<file path="config.mk">
export PLATFORM = sky130hd
export DESIGN_NAME = pll_lock_ctl
export DESIGN_NICKNAME = d
export VERILOG_FILES = /design/src/verilog/pll_ctl_pkg.sv /design/src/verilog/pll_lock_ctl.sv /design/src/verilog/edge_count.sv
export VERILOG_INCLUDE_DIRS = /design/src /design/src/verilog
export SDC_FILE = /design/constraint.sdc
export NUM_CORES = 1
export LEC_CHECK = 0
export BUFFER_PORTS_ARGS = -buffer_cell sky130_fd_sc_hd__clkbuf_2
export CAP_MARGIN = 10
export CORE_MARGIN = 2
export CORE_UTILIZATION = 49
export CTS_CLUSTER_SIZE = 8
export DETAILED_ROUTE_END_ITERATION = 8
export PLACE_DENSITY = 0.88
export SYNTH_ARGS = -nofsm -noshare
export SYNTH_HDL_FRONTEND = slang
export SYNTH_SLANG_ARGS = --single-unit
</file>
<file path="constraint.sdc">
create_clock -name i_clk -period 1.63 [get_ports i_clk]
set_input_delay 0.4075 -clock i_clk [delete_from_list [all_inputs] [get_ports i_clk]]
set_output_delay 0.4075 -clock i_clk [all_outputs]
set_load 0.1 [all_outputs]
</file>
<file path="src/verilog/pll_ctl_map.svh">
// Offsets, field positions, reset values and timing counts of the
// lock-interrupt and low-power control block.
// Assumes inclusion by bare name from design files.
`ifndef PLL_CTL_MAP_SVH
`define PLL_CTL_MAP_SVH
// ************************************************************
// Register offsets
// ************************************************************
`define LOOP_CONTROL_OFS      4'h0
`define BANDWIDTH_CONTROL_OFS 4'h1
`define BREAK_FLAG_CTRL_OFS   4'h2
// ************************************************************
// loop_control_reg fields
// ************************************************************
`define LC_IRQ_ENABLE_BIT     7
`define LC_IRQ_FLAG_BIT       6
`define LC_POWER_ON_BIT       5
`define LC_BASE_SEL_BIT       4
// ************************************************************
// bandwidth_control_reg fields
// ************************************************************
`define BW_AUTO_BIT           7
`define BW_LOCK_BIT           6
`define BW_TRACK_BIT          5
// ************************************************************
// break_flag_control_reg fields
// ************************************************************
`define BF_CLEAR_ENABLE_BIT   7
// ************************************************************
// Reset values and timing
// ************************************************************
`define LC_RESET_VAL          8'h20
`define BW_RESET_VAL          8'h00
`define BF_RESET_VAL          8'h00
`define SWITCH_SRC_CYCLES     3
`define SWITCH_CNT_W          2
`endif

</file>
<file path="src/verilog/pll_ctl_pkg.sv">
// Types shared by the lock-interrupt control block.
// Assumes nothing of its surroundings.
`default_nettype none
package pll_ctl_pkg;
   typedef struct packed {
      logic       wr;
      logic       rd;
      logic [3:0] addr;
      logic [7:0] wdata;
   } reg_req_t;
   typedef enum logic [3:0] {
      SW_IDLE = 4'b0001,
      SW_OLD  = 4'b0010,
      SW_NEW  = 4'b0100,
      SW_DONE = 4'b1000
   } switch_state_t;
endpackage : pll_ctl_pkg
`default_nettype wire

</file>
<file path="src/verilog/pll_lock_ctl.sv">
// Lock-change interrupt, source select interlocks, low-power and break
// handling for a clock-multiplying loop.
// Assumes clock levels and lock input synchronous to i_clk.
//
// Summary of operation
// In automatic mode, every lock toggle sets the interrupt flag.
// Interrupt request forwarded only when the interrupt enable is set.
// Flag sets on lock change whatever the enable bit says.
// Manual mode suppresses requests; flag reads 0.
// Software reads lock after an interrupt to learn its cause.
// Base source select may be set while lock reads 0.
// Software checks lock before selecting the divided VCO clock.
// Wait instruction changes nothing in this block.
// Before wait software may clear select and power-on bits.
// Stop instruction powers down the loop analog section.
// Before stop, software enables oscillator run and clears select.
// After stop, software powers loop, polls lock, then selects.
// Break clear enable set: break-time accesses clear the flag.
// A flag cleared in break stays cleared afterwards.
// Break clear enable clear: break-time accesses keep the flag.
// Reads or writes of loop control clear the flag; reset too.
// Power-off ignored while selected; select ignored while powered off.
// Source changeover waits three edges of each clock, output held.
// Manual mode makes lock read 0.
// Request is flag AND enable AND automatic mode, held until cleared.
//
// Our own choices: the plain strobed port and the register addresses.
`include "pll_ctl_map.svh"
`timescale 1ns/10ps
`default_nettype none
module pll_lock_ctl (
   input  wire logic                 i_clk,
   input  wire logic                 i_rst_n,
   input  wire pll_ctl_pkg::reg_req_t i_req,
   output logic [7:0]                o_rdata,
   input  wire logic                 i_lock,
   input  wire logic                 i_break,
   input  wire logic                 i_wait,
   input  wire logic                 i_stop,
   input  wire logic                 i_osc_level,
   input  wire logic                 i_vco_level,
   output logic                      o_irq,
   output logic                      o_loop_power_on,
   output logic                      o_auto_bandwidth,
   output logic                      o_track_mode,
   output logic                      o_base_source_select,
   output logic                      o_base_hold
);
   import pll_ctl_pkg::*;

   // ************************************************************
   // Reset release
   // ************************************************************
   logic rst_meta_r;
   logic rst_sync_r;
   always_ff @(posedge i_clk or negedge i_rst_n) begin
      if (!i_rst_n) begin
         rst_meta_r <= 1'b0;
         rst_sync_r <= 1'b0;
      end else begin
         rst_meta_r <= 1'b1;
         rst_sync_r <= rst_meta_r;
      end
   end

   // ************************************************************
   // Register state
   // ************************************************************
   logic          irq_enable_r, irq_enable_nxt;
   logic          irq_flag_r, irq_flag_nxt;
   logic          power_on_r, power_on_nxt;
   logic          base_sel_r, base_sel_nxt;
   logic          auto_r, auto_nxt;
   logic          track_r, track_nxt;
   logic          clear_en_r, clear_en_nxt;
   logic          lock_prev_r, lock_prev_nxt;
   logic [7:0]    rdata_r, rdata_nxt;
   logic          lock_seen;
   logic          hit_ctl;
   logic          clear_ok;
   logic [7:0]    ctl_view;
   logic [7:0]    bw_view;

   assign hit_ctl   = (i_req.wr || i_req.rd) &&
                      i_req.addr == `LOOP_CONTROL_OFS;
   // Break protection gates only the side effect, never the access
   assign clear_ok  = hit_ctl && (!i_break || clear_en_r);
   assign lock_seen = auto_r & i_lock;

   always_comb begin
      ctl_view = 8'h00;
      ctl_view[`LC_IRQ_ENABLE_BIT] = irq_enable_r;
      ctl_view[`LC_IRQ_FLAG_BIT]   = irq_flag_r & auto_r;
      ctl_view[`LC_POWER_ON_BIT]   = power_on_r;
      ctl_view[`LC_BASE_SEL_BIT]   = base_sel_r;
      bw_view = 8'h00;
      bw_view[`BW_AUTO_BIT]  = auto_r;
      bw_view[`BW_LOCK_BIT]  = lock_seen;
      bw_view[`BW_TRACK_BIT] = auto_r ? lock_seen : track_r;
   end

   always_comb begin
      irq_enable_nxt = irq_enable_r;
      power_on_nxt   = power_on_r;
      base_sel_nxt   = base_sel_r;
      auto_nxt       = auto_r;
      track_nxt      = track_r;
      clear_en_nxt   = clear_en_r;
      lock_prev_nxt  = lock_seen;
      rdata_nxt      = 8'h00;
      irq_flag_nxt   = irq_flag_r;
      // Clear from an access is applied first so a same-cycle
      // lock toggle still wins
      if (clear_ok) begin
         irq_flag_nxt = 1'b0;
      end
      if (auto_r && (lock_seen != lock_prev_r)) begin
         irq_flag_nxt = 1'b1;
      end
      if (i_req.wr) begin
         case (i_req.addr)
            `LOOP_CONTROL_OFS: begin
               irq_enable_nxt = i_req.wdata[`LC_IRQ_ENABLE_BIT];
               // Interlocks keep the VCO from driving while unpowered
               if (i_req.wdata[`LC_POWER_ON_BIT] || !base_sel_r) begin
                  power_on_nxt = i_req.wdata[`LC_POWER_ON_BIT];
               end
               // Lock status is deliberately not consulted here
               // Power must also stay on through this write, or one
               // write could leave the VCO selected and unpowered
               if (!i_req.wdata[`LC_BASE_SEL_BIT] ||
                   (power_on_r && i_req.wdata[`LC_POWER_ON_BIT])) begin
                  base_sel_nxt = i_req.wdata[`LC_BASE_SEL_BIT];
               end
            end
            `BANDWIDTH_CONTROL_OFS: begin
               auto_nxt = i_req.wdata[`BW_AUTO_BIT];
               if (!auto_r) begin
                  track_nxt = i_req.wdata[`BW_TRACK_BIT];
               end
            end
            `BREAK_FLAG_CTRL_OFS: begin
               clear_en_nxt = i_req.wdata[`BF_CLEAR_ENABLE_BIT];
            end
            default: begin
            end
         endcase
      end
      if (i_req.rd) begin
         case (i_req.addr)
            `LOOP_CONTROL_OFS:      rdata_nxt = ctl_view;
            `BANDWIDTH_CONTROL_OFS: rdata_nxt = bw_view;
            `BREAK_FLAG_CTRL_OFS: begin
               rdata_nxt = 8'h00;
               rdata_nxt[`BF_CLEAR_ENABLE_BIT] = clear_en_r;
            end
            default:                rdata_nxt = 8'h00;
         endcase
      end
   end

   // Wait input is deliberately unused: wait leaves all state alone
   always_ff @(posedge i_clk or negedge rst_sync_r) begin
      if (!rst_sync_r) begin
         irq_enable_r <= 1'(`LC_RESET_VAL >> `LC_IRQ_ENABLE_BIT);
         irq_flag_r   <= 1'b0;
         power_on_r   <= 1'b1;
         base_sel_r   <= 1'b0;
         auto_r       <= 1'b0;
         track_r      <= 1'b0;
         clear_en_r   <= 1'b0;
         lock_prev_r  <= 1'b0;
         rdata_r      <= 8'h00;
      end else begin
         irq_enable_r <= irq_enable_nxt;
         irq_flag_r   <= irq_flag_nxt;
         power_on_r   <= power_on_nxt;
         base_sel_r   <= base_sel_nxt;
         auto_r       <= auto_nxt;
         track_r      <= track_nxt;
         clear_en_r   <= clear_en_nxt;
         lock_prev_r  <= lock_prev_nxt;
         rdata_r      <= rdata_nxt;
      end
   end

   // ************************************************************
   // Base source changeover
   // ************************************************************
   switch_state_t sw_r, sw_nxt;
   logic          applied_r, applied_nxt;
   logic          osc_done, vco_done;
   logic          cnt_clear;

   assign cnt_clear = (sw_r == SW_IDLE);

   edge_count u_osc_cnt (
      .i_clk   (i_clk),
      .i_rst_n (rst_sync_r),
      .i_clear (cnt_clear),
      .i_level (i_osc_level),
      .o_done  (osc_done)
   );
   edge_count u_vco_cnt (
      .i_clk   (i_clk),
      .i_rst_n (rst_sync_r),
      .i_clear (cnt_clear),
      .i_level (i_vco_level),
      .o_done  (vco_done)
   );

   always_comb begin
      sw_nxt      = sw_r;
      applied_nxt = applied_r;
      case (sw_r)
         SW_IDLE: if (base_sel_r != applied_r) sw_nxt = SW_OLD;
         // Both clocks must tick three times before the mux flips
         SW_OLD:  if (osc_done && vco_done) sw_nxt = SW_NEW;
         SW_NEW: begin
            applied_nxt = base_sel_r;
            sw_nxt      = SW_DONE;
         end
         SW_DONE: sw_nxt = SW_IDLE;
         default: sw_nxt = SW_IDLE;
      endcase
   end

   always_ff @(posedge i_clk or negedge rst_sync_r) begin
      if (!rst_sync_r) begin
         sw_r      <= SW_IDLE;
         applied_r <= 1'b0;
      end else begin
         sw_r      <= sw_nxt;
         applied_r <= applied_nxt;
      end
   end

   // ************************************************************
   // Outputs
   // ************************************************************
   assign o_rdata              = rdata_r;
   assign o_irq                = irq_flag_r & irq_enable_r & auto_r;
   // Stop gates the analog section without touching the power bit
   assign o_loop_power_on      = power_on_r & ~i_stop;
   assign o_auto_bandwidth     = auto_r;
   assign o_track_mode         = auto_r ? lock_seen : track_r;
   assign o_base_source_select = applied_r;
   assign o_base_hold          = (sw_r != SW_IDLE);
endmodule : pll_lock_ctl
`default_nettype wire

</file>
<file path="src/verilog/edge_count.sv">
// Counts edges of one source clock level, sampled on the bus clock.
// Assumes the level is already synchronous to i_clk.
`include "pll_ctl_map.svh"
`timescale 1ns/10ps
`default_nettype none
module edge_count (
   input  wire logic                     i_clk,
   input  wire logic                     i_rst_n,
   input  wire logic                     i_clear,
   input  wire logic                     i_level,
   output logic                          o_done
);
   logic                       prev_r;
   logic                       prev_nxt;
   logic [`SWITCH_CNT_W-1:0]   cnt_r;
   logic [`SWITCH_CNT_W-1:0]   cnt_nxt;

   always_comb begin
      prev_nxt = i_level;
      cnt_nxt  = cnt_r;
      if (i_clear) begin
         cnt_nxt = '0;
      end else if (i_level && !prev_r &&
                   cnt_r != `SWITCH_CNT_W'(`SWITCH_SRC_CYCLES)) begin
         cnt_nxt = cnt_r + 2'h1;
      end
   end

   always_ff @(posedge i_clk or negedge i_rst_n) begin
      if (!i_rst_n) begin
         prev_r <= 1'b0;
         cnt_r  <= '0;
      end else begin
         prev_r <= prev_nxt;
         cnt_r  <= cnt_nxt;
      end
   end

   assign o_done = (cnt_r == `SWITCH_CNT_W'(`SWITCH_SRC_CYCLES));
endmodule : edge_count
`default_nettype wire

</file>
Word-level counts from Yosys, hierarchy flattened
Cells that the tools add are included.

Bits of input ports: 22. Output and inout bits: 14. Bits in registers: 29.

Mux-type cells: 12. Bitwise gates (word level): 7. Add/sub/neg operators: 2. Eq/ne operators: 14. Reduce and logical (&&, ||, !) cells: 29.

Operator list (count): $pmux 8 s3 (1); $pmux 4 s3 (1); $logic_and 1x1->1 (9); $reduce_and 3->1 (3); $eq 4x1->1 const B (2); $eq 4x2->1 const B (2); $mux 2 (4); $mux 4 (2); $mux 8 (1); $reduce_and 2->1 (4); $ne 2x2->1 const B (3); $reduce_bool 2->1 (3); $and 1x1->1 (5); $logic_not 1->1 (5); $add 2x1->2 const B (2); $eq 2x2->1 const B (2); $eq 4x3->1 const B (1); $logic_not 4->1 (1); $logic_or 1x1->1 (4); $ne 4x1->1 const B (1); $mux 1 (3); $ne 1x1->1 (2); $ne 2x1->1 const B (1); $not 1->1 (2).

Logic depth before layout (Yosys ltp)
Gate-level depths: netlist of run 1.

Depth after elaboration: 5. Gate-level depth with buffers: 4. Gate-level depth less buffers: 4.

Cells and area by module
From an unflattened synthesis of run 1, not the netlist that was laid out.

Cell total of the unflattened synthesis: 99. Area total of the unflattened synthesis: 1211.2 sq um.

Modules (own cells, without submodules): pll_lock_ctl (sequential area each 478.0 sq um, area an instance 910.9 sq um, cells an instance 77, times used 1); edge_count (sequential area each 75.1 sq um, area an instance 150.1 sq um, cells an instance 11, times used 2).

Least setup slack after synthesis of run 1
OpenSTA, ideal clock, no wires.

Path kind: register -> output. From: register auto_r, in the netlist o_auto_bandwidth. To: output port o_irq. Stages on the path, launching flop included: 2. Path slack: -0.696 ns. Data arrival time: 1.919 ns. Path buffers: 0. Data required time: 1.222 ns. Path through: dfrtp_1 -> and3_1.

Word-level cells in the longest chain between the ends: 1.

RTL lines: from (decl) (line pll_lock_ctl.sv:73) `logic auto_r, auto_nxt;`; from (signal assigned) (line pll_lock_ctl.sv:179) `auto_r <= auto_nxt;`; $and 1x1->1 (line pll_lock_ctl.sv:242) `assign o_irq = irq_flag_r & irq_enable_r & auto_r;`; to (decl) (line pll_lock_ctl.sv:42) `output logic o_irq,`.

No other way between the ends.

Worst setup path after layout of run 1
From: register sw_r[0]. To: output port o_base_hold.

Word-level cells in the longest chain between the ends: 1.

RTL lines: from (decl) (line pll_lock_ctl.sv:190) `switch_state_t sw_r, sw_nxt;`; from (signal assigned) (line pll_lock_ctl.sv:233) `sw_r <= sw_nxt;`; $ne 4x1->1 (line pll_lock_ctl.sv:248) `assign o_base_hold = (sw_r != SW_IDLE);`; to (decl) (line pll_lock_ctl.sv:47) `output logic o_base_hold`.

No other way between the ends.

==> impl_metrics.yaml, run 1 <==
route:
  wl_mm: 2.18
  wl_per_cell_um: 13.7
  vias_per_cell: 5.21
  drtAntennaViolNets: 0
  vias: 828
  first_pass_iters: 4
  drtIter0Drc: 14
  drcViolationCount: 0
grt:
  use_met1_pct: 20.4
  grt_pass1_vias: 876
  grt_max_degree: 14
  grt_pass1_wl_mm: 3.57
  met3_usage_pct: 1.72
  grt_usage_pct: 17.8
  overflow: 0
  top_usage_layer: "met2"
  met2_usage_pct: 32.9
  antenna_found_initial: 0
synth:
  synth_seq_area_share_pct: 55.9
  post_synth.cell_area_avg_um2: 12.2
  yosysUniqueCellTypes: 34
  syn_inst: 92
  synth_area_um2: 1120
  yosysWarnings: 0
  yosys_register_bits: 25
cells_and_area:
  fin_nets: 156
  design_area_um2: 1490
  num_antenna_cells: 0
  syn2layout_area_growth_pct: 32.5
  drive_above_1_share_pct: 41.2
timing:
  slew_violations: 0
  clock_skew_ns: 0.00176
  setup_viol: 2
  fmax_mhz: 527
  tightestPinTransition_ns: 0.540
  setup_slack_ns: -0.268
  hold-worst-slack_ns: 0.209
  fin_crit_ns: 1.90
  final-hold-violation-count: 0
  slew_headroom_pct: 64.2
  fin_crit_sh_pct: 116
  rsz0062_at_grt: "true"
pwr:
  ir_drop_uv: 845
  leakage_nw: 0.732
  powerDensity_nw_per_um2: 1170
outcome:
  status: "complete, but fails checks"
  violations: "setup timing"
placement:
  dp_worst_setup_slack_ns: 0.0730
  place.gp.congestion: 0.812
  dpl_cell_area_um2: 1400
  dpl.hpwl_mm: 1.66
  portBuffers: 25
run:
  cap_violations: 0
die:
  die_w_um: 51.9
  floorplan.initialDensity_pct: 51.3
  die_height_um: 51.9
  std_cell_rows: 17
  io_pins: 36
  die-area_um2: 2690
  core_um2: 2190
clocking:
  cts_buffer_depth: 2
  cts_tree: "built"
  cts_buffers: 3
  insertion_delay_ns: 0.30
  htreeDepth: 1
  cts_root_buffer: "clkbuf_4"
  cts.reportedPaths.clkPinSlew_ns: 0.13
  clock-sinks: 25
worst_setup_path:
  critPathCaptureType: "output port"
  cp_num_buf_inv: 2
  start_kind: "flip-flop"
  max_stage_delay_ns: 0.55
  cp.required_ns: 1.22
  worstPathArrival_ns: 1.49
  cp_max_fo: 2
  slowest_stage: "dfstp_2"
  cp_top_family: "flip-flops"
  path_cells: "nor4b_4, clkinvlp_4, buf_12"
  path_class: "flip-flop to output port"
min_path:
  hp-class: "primary input to flip-flop"
[cell usage after synthesis (all sizes together)]
library cell / count / area (µm²)
nor2: 8 / 30.0
a211oi: 1 / 7.51
mux2i: 3 / 30.0
and2: 2 / 13.8
nor4b: 4 / 62.6
o21ai: 1 / 5.00
xor2: 2 / 17.5
nor3b: 2 / 15.0
nand2: 4 / 15.0
inv: 3 / 11.3
and3: 4 / 25.0
nand3: 1 / 5.00
nand4: 1 / 6.26
nor2b: 1 / 6.26
dfrtp: 23 / 576
a22o: 3 / 26.3
a41oi: 1 / 8.76
nor3: 1 / 5.00
ha: 2 / 25.0
conb: 2 / 7.51
mux2: 6 / 67.6
a21oi: 2 / 10.0
xnor2: 2 / 17.5
nor4: 1 / 6.26
nand3b: 3 / 22.5
buf: 5 / 35.0
nand2b: 1 / 6.26
o211ai: 1 / 7.51
dfstp: 2 / 52.6
[flip-flops by register name, indices dropped and copies added (netlist names), 2 cells and up]
| signal | flops |
|---|---|
| u_osc_cnt.cnt_r | 2 |
| u_vco_cnt.cnt_r | 2 |
| o_rdata | 4 |
| sw_r | 4 |
[per-layer routing]
layer / share of wire [%] / vias up
met5: 0 / -
met4: 0.64 / 0
met3: 4.3 / 2
met2: 54 / 29
met1: 41 / 406
li1: - / 391
[final cells by class]
| cell class | count | area, µm² |
|---|---|---|
| clock buffer | 4 | 26.3 |
| timing repair buffer | 37 | 295 |
| fill | 145 | 702 |
| inverter | 3 | 15.0 |
| multi-input combinational | 62 | 485 |
| sequential | 25 | 632 |
| tap | 28 | 35.0 |
[kinds of logic (layout without fill, tap and decap cells)]
family,Yosys count,count (layout),synth area share (%)
AO/OA/AOI/OAI,9,9,5.79
multiplexers,9,9,8.69
AND/OR/NAND/NOR,33,33,19.5
other,2,5,0.668
flip-flops,25,25,55.9
adder cells (fa/ha/maj),2,2,2.23
buffers and inverters,8,44,4.12
XOR/XNOR,4,4,3.12
[timing repair]
| action | in CTS | in global routing |
|---|---|---|
| hold endpoints to repair | 2 | 0 |
| hold buffers | 1 | 0 |
| setup buffers | 5 | 2 |
| endpoints found under the setup margin | 4 | 4 |
| pin swaps | 0 | 1 |
| resized for setup | 0 | 1 |
[final timing paths]
| check | start | endpoint | slack, ns | cells past startpoint |
|---|---|---|---|---|
| setup reg to reg | sw_r[1] | o_base_source_select | 0.17 | 3 |
| hold reg to reg | rst_sync_r | u_vco_cnt.cnt_r[0] | 0.22 | 0 |
| hold / removal | i_osc_level | u_osc_cnt.prev_r | 0.21 | 1 |
| min in group asynchronous | rst_sync_r | u_vco_cnt.cnt_r[0] | 0.22 | 0 |
| max in group asynchronous | rst_sync_r | sw_r[0] | 0.79 | 1 |
| setup / recovery | sw_r[0] | o_base_hold | -0.27 | 3 |
[where the power goes]
group	total, mW	leakage, nW	switching [mW]	internal [mW]
registers	0.754	0.318	0.0601	0.694
clock network	0.266	0.0150	0.171	0.0954
logic	0.722	0.399	0.422	0.301
[metrics by stage]
step	instances	total power [mW]	utilization [%]	setup TNS [ns]
6_report	159	1.74	68.0	-0.399
3_3_place_gp	147	1.40	63.7	0
4_1_cts	157	1.72	67.1	-0.377
2_1_floorplan	95	1.20	-	-0.216
3_5_place_dp	147	1.42	63.7	0
5_1_grt	159	1.81	68.0	-0.499
[cell usage in the layout (no fill, tap or decap), types with 4 or more instances in the layout]
cell	n
nand2_1	4
clkbuf_2	19
buf_4	12
dfrtp_1	22
nor2_1	8
conb_1	5
buf_12	5
mux2_2	4
[worst reg2reg max path, delay by kind of cell, from the launching register on]
kind	cells	cell delay (ns)
flip-flops	1	0.43
buffers and inverters	1	0.15
AND/OR/NAND/NOR	1	0.40
multiplexers	1	0.38
Note: power is estimated with default switching activity, not from simulation.
==> inputs of run 2 (changes only) <==
Settings changed: BUFFER_PORTS_ARGS -buffer_cell sky130_fd_sc_hd__clkbuf_2 to default, CORE_UTILIZATION 49 to 60, DONT_BUFFER_PORTS from default to 1, PLACE_DENSITY 0.88 to 0.87.
==> run 2 against run 1 <==
The flow still finishes with violations (setup timing). Sequential power shrank 0.8%. Hold slack lost 0.10 ns. Final area shrank 8.4%. Critical path depth is the same. Final cell count shrank 15%. Core utilization grew 10 points. First-iteration DRC count grew 50%. Worst setup slack lost 0.029 ns. Clock-buffer cell count shrank 1. Routed wire length shrank 8.2%.
==> impl_metrics.yaml, run 2 (synthesis gave the netlist of run 1 again) <==
route:
  drcViolationCount: 0
  wl_mm: 2.00
  wl_per_cell_um: 14.8
  vias: 745
  first_pass_iters: 4
  drtAntennaViolNets: 0
  drtIter0Drc: 21
  vias_per_cell: 5.52
die:
  die_w_um: 47.3
  core_um2: 1750
  io_pins: 36
  die-area_um2: 2230
  die_height_um: 47.3
  std_cell_rows: 15
  floorplan.initialDensity_pct: 64.4
cells_and_area:
  final_cell_mix: "dfrtp_1 (22), buf_4 (10), nor2_1 (8), conb_1 (5)"
  final_common_cell: "dfrtp_1"
  fin_util_pct: 78.1
  syn2layout_area_growth_pct: 21.4
  drive_above_1_share_pct: 30.9
  fin_cells: 135
  design_area_um2: 1360
  multi_input_area_um2: 482
  fin_nets: 135
  num_antenna_cells: 0
  n_fill_cell: 108
  ff_latch_area_um2: 632
grt:
  grt_max_degree: 15
  antenna_found_initial: 0
  overflow: 0
  grt_pass1_wl_mm: 3.24
  grt_usage_pct: 21.8
  grt_pass1_vias: 755
timing:
  tightestPinTransition_ns: 0.544
  slew_violations: 0
  hold-worst-slack_ns: 0.105
  final-hold-violation-count: 0
  setup_viol: 2
  fin_crit_sh_pct: 118
  setup_tns_ns: -0.352
  fin_crit_ns: 1.93
  fmax_mhz: 519
  slew_headroom_pct: 63.2
  clock_skew_ns: 0.00519
  rsz0062_at_grt: "true"
  setup_slack_ns: -0.297
pwr:
  powerDensity_nw_per_um2: 1190
  leakage_nw: 0.643
  swShare_pct: 38.2
  power_mw: 1.63
  pwr-share-clk_pct: 16.2
  power.switching_mw: 0.623
  p_int_mw: 1.01
  ir_drop_uv: 1020
  pwr-share-seq_pct: 45.9
  pwr-share-comb_pct: 37.9
worst_setup_path:
  cp_max_fo: 2
  path_class: "flip-flop to output port"
  worstPathArrival_ns: 1.52
  critPathCaptureType: "output port"
  start_kind: "flip-flop"
  cp.required_ns: 1.22
clocking:
  cts_buffers: 3
  cts_buffer_depth: 2
  cts_root_buffer: "clkbuf_4"
  cts_tree: "built"
  cts.reportedPaths.clkPinSlew_ns: 0.13
  htreeDepth: 1
  insertion_delay_ns: 0.31
  clock-sinks: 25
placement:
  dp.cells: 127
  place.gp.congestion: 0.770
  dp_worst_setup_slack_ns: 0.0421
  dpl.hpwl_mm: 1.56
  portBuffers: 0
  dpl_cell_area_um2: 1300
run:
  cap_violations: 0
outcome:
  violations: "setup timing"
  status: "complete, but fails checks"
min_path:
  hp-class: "primary input to flip-flop"
run 2: cell count changes in the layout (fill, tap and decap cells not counted), sizes merged:
cell / change
clkinv: +1
clkbuf: -20
buf: -2
run 2: per-layer routing:
| layer | vias to the layer above | GRT usage [%] | part of all wire (%) |
|---|---|---|---|
| met4 | 0 | 11.1 | 2.1 |
| met1 | 367 | 26.3 | 42 |
| met3 | 4 | 3.46 | 3.6 |
| li1 | 351 | - | - |
| met5 | - | 0 | 0 |
| met2 | 23 | 37.3 | 52 |
run 2: path summary, 6_finish.rpt:
check / start / end / slack, ns / depth (start not counted)
max in group asynchronous: rst_sync_r / power_on_r / 0.86 / 1
min in group asynchronous: rst_sync_r / u_vco_cnt.prev_r / 0.18 / 0
worst min-delay path: i_vco_level / u_vco_cnt.prev_r / 0.10 / 0
worst max register to register: u_vco_cnt.cnt_r[0] / u_vco_cnt.cnt_r[1] / 0.19 / 4
worst max-delay path: sw_r[0] / o_base_hold / -0.30 / 3
worst min register to register: rst_sync_r / u_vco_cnt.prev_r / 0.18 / 0
run 2: repair_timing:
action,CTS,global route
gates resized for setup,0,1
buffers inserted,3,0
endpoints found under the hold margin,2,0
pin swaps,1,0
gates cloned,0,0
hold buffers,1,0
setup endpoints to repair,4,4
run 2: area by class of cell:
class / count / area share [%]
clock buffer: 3 / 1.65
clock inverter: 1 / 0.367
inverter: 3 / 1.10
multi-input combinational: 62 / 35.3
sequential: 25 / 46.3
tap: 25 / 2.29
timing repair buffer: 16 / 12.9
run 2: worst max-delay path, stage by stage (launching register included):
cell and delay (ns):
dfstp_2 0.55, nor4b_4 0.30, clkinvlp_4 0.17, buf_12 0.18
run 2: power by group through the flow:
stage | Clock [mW] | Combinational (mW) | Sequential (mW)
4_1_cts | 0.266 | 0.611 | 0.748
6_report | 0.264 | 0.617 | 0.748
5_1_grt | 0.293 | 0.647 | 0.759
2_1_floorplan | 0 | 0.386 | 0.816
3_3_place_gp | 0 | 0.565 | 0.765
3_5_place_dp | 0 | 0.574 | 0.773
==> inputs of run 3 (changes only) <==
Settings changed: CORE_UTILIZATION 60 to 64, CTS_BUF_LIST from default to sky130_fd_sc_hd__clkbuf_2, PLACE_DENSITY 0.87 to 0.91.
==> run 3 against run 2 <==
The flow still finishes with violations (setup timing). Register-to-register slack about the same. Sequential share of layout area about the same. Clock skew down 0.0025 ns. Critical endpoint unchanged. Largest cell class unchanged.
==> impl_metrics.yaml, run 3 (synthesis gave the netlist of run 1 again) <==
outcome:
  status: "complete, but fails checks"
  violations: "setup timing"
route:
  drcViolationCount: 0
  wl_mm: 2.15
  drtAntennaViolNets: 0
  first_pass_iters: 5
  drtIter0Drc: 19
  vias: 750
  wl_per_cell_um: 16.9
  vias_per_cell: 5.91
min_path:
  hp-class: "primary input to flip-flop"
cells_and_area:
  drive_above_1_share_pct: 30.9
  num_antenna_cells: 0
  fin_nets: 135
  final_cell_mix: "dfrtp_1 (22), buf_4 (9), nor2_1 (8), conb_1 (5), buf_12 (5)"
  design_area_um2: 1360
  n_fill_cell: 83
  fin_util_pct: 80.7
  final_common_cell: "dfrtp_1"
  syn2layout_area_growth_pct: 21.3
worst_setup_path:
  cp_max_fo: 2
  critPathCaptureType: "output port"
  start_kind: "flip-flop"
  path_class: "flip-flop to output port"
  worstPathArrival_ns: 1.56
  cp.required_ns: 1.22
grt:
  antenna_found_initial: 0
  grt_pass1_wl_mm: 3.39
  grt_pass1_vias: 735
  grt_max_degree: 18
  overflow: 0
  grt_usage_pct: 22.8
timing:
  setup_viol: 4
  setup_slack_ns: -0.337
  fmax_mhz: 508
  clock_skew_ns: 0.00267
  tightestPinTransition_ns: 0.502
  slew_violations: 0
  slew_headroom_pct: 66.1
  fin_crit_ns: 1.97
  fin_crit_sh_pct: 121
  rsz0062_at_grt: "true"
  final-hold-violation-count: 0
placement:
  place.gp.congestion: 0.775
  dpl.hpwl_mm: 1.52
  portBuffers: 0
  dpl_cell_area_um2: 1280
clocking:
  cts_tree: "built"
  cts_buffer_depth: 2
  insertion_delay_ns: 0.35
  cts_root_buffer: "clkbuf_2"
  htreeDepth: 1
  cts_buffers: 3
  cts.reportedPaths.clkPinSlew_ns: 0.23
  clock-sinks: 25
die:
  die_w_um: 45.9
  floorplan.initialDensity_pct: 66.5
  die_height_um: 45.9
  core_um2: 1690
  io_pins: 36
  std_cell_rows: 15
  die-area_um2: 2110
run:
  cap_violations: 0
pwr:
  powerDensity_nw_per_um2: 1210
  ir_drop_uv: 816
  leakage_nw: 0.645
  power_mw: 1.65
## run 3: cell count changes in the layout (fill, tap and decap cells not counted)
cell,change
clkbuf_2,+3
clkbuf_4,-3
and3_2,-1
and3_4,+1
buf_12,+1
buf_4,-1
## run 3: worst paths after layout
kind	start	cells after the start	endpoint	slack [ns]
worst max register to register	o_auto_bandwidth	5	o_rdata[7]	0.18
worst min-delay path	i_osc_level	0	u_osc_cnt.prev_r	0.05
min in group asynchronous	rst_sync_r	0	o_auto_bandwidth	0.12
worst max-delay path	sw_r[0]	3	o_base_hold	-0.34
worst min register to register	rst_sync_r	0	o_auto_bandwidth	0.12
max in group asynchronous	rst_sync_r	1	sw_r[0]	0.93
## run 3: timing repair
action | 4_1_cts | 5_1_grt
gates resized for setup | 2 | 3
buffers inserted | 4 | 0
endpoints found under the setup margin | 4 | 5
hold endpoints to repair | 2 | 0
hold buffers | 1 | 0
## run 3: through the flow
step           std cells  setup TNS, ns  hold WS (ns)  setup WS (ns)
4_1_cts              127         -0.520        0.0406         -0.366
2_1_floorplan         95         -0.216         0.112         -0.216
3_3_place_gp         118              0        0.0999         0.0668
5_1_grt              127         -0.784        0.0143         -0.424
3_5_place_dp         118              0         0.108         0.0429
6_report             127         -0.549        0.0502         -0.337
## run 3: report_power, final
| group | switching [mW] | internal [mW] |
|---|---|---|
| registers | 0.0617 | 0.695 |
| clock network | 0.187 | 0.0556 |
| logic | 0.405 | 0.242 |
## run 3: critical path, cell delays in order, from the launching register on
cell	delay [ns]
dfstp_2	0.58
nor4b_4	0.28
clkinvlp_4	0.17
buf_12	0.18
## run 3: cell type report
class | instances | area (µm²) | share of cell area, %
Inverter | 3 | 15.0 | 1.10
Sequential cell | 25 | 632 | 46.4
Tap cell | 17 | 21.3 | 1.56
Multi-Input combinational cell | 62 | 485 | 35.6
Timing Repair Buffer | 16 | 189 | 13.9
Clock inverter | 1 | 5.00 | 0.367
Clock buffer | 3 | 15.0 | 1.10
## run 3: layer usage
layer	global-route usage (%)	vias up	share of wire, %
met2	35.6	29	53
met5	0	-	0
li1	-	351	-
met1	32.2	364	41
met4	10.3	0	1.9
met3	2.38	6	4.0
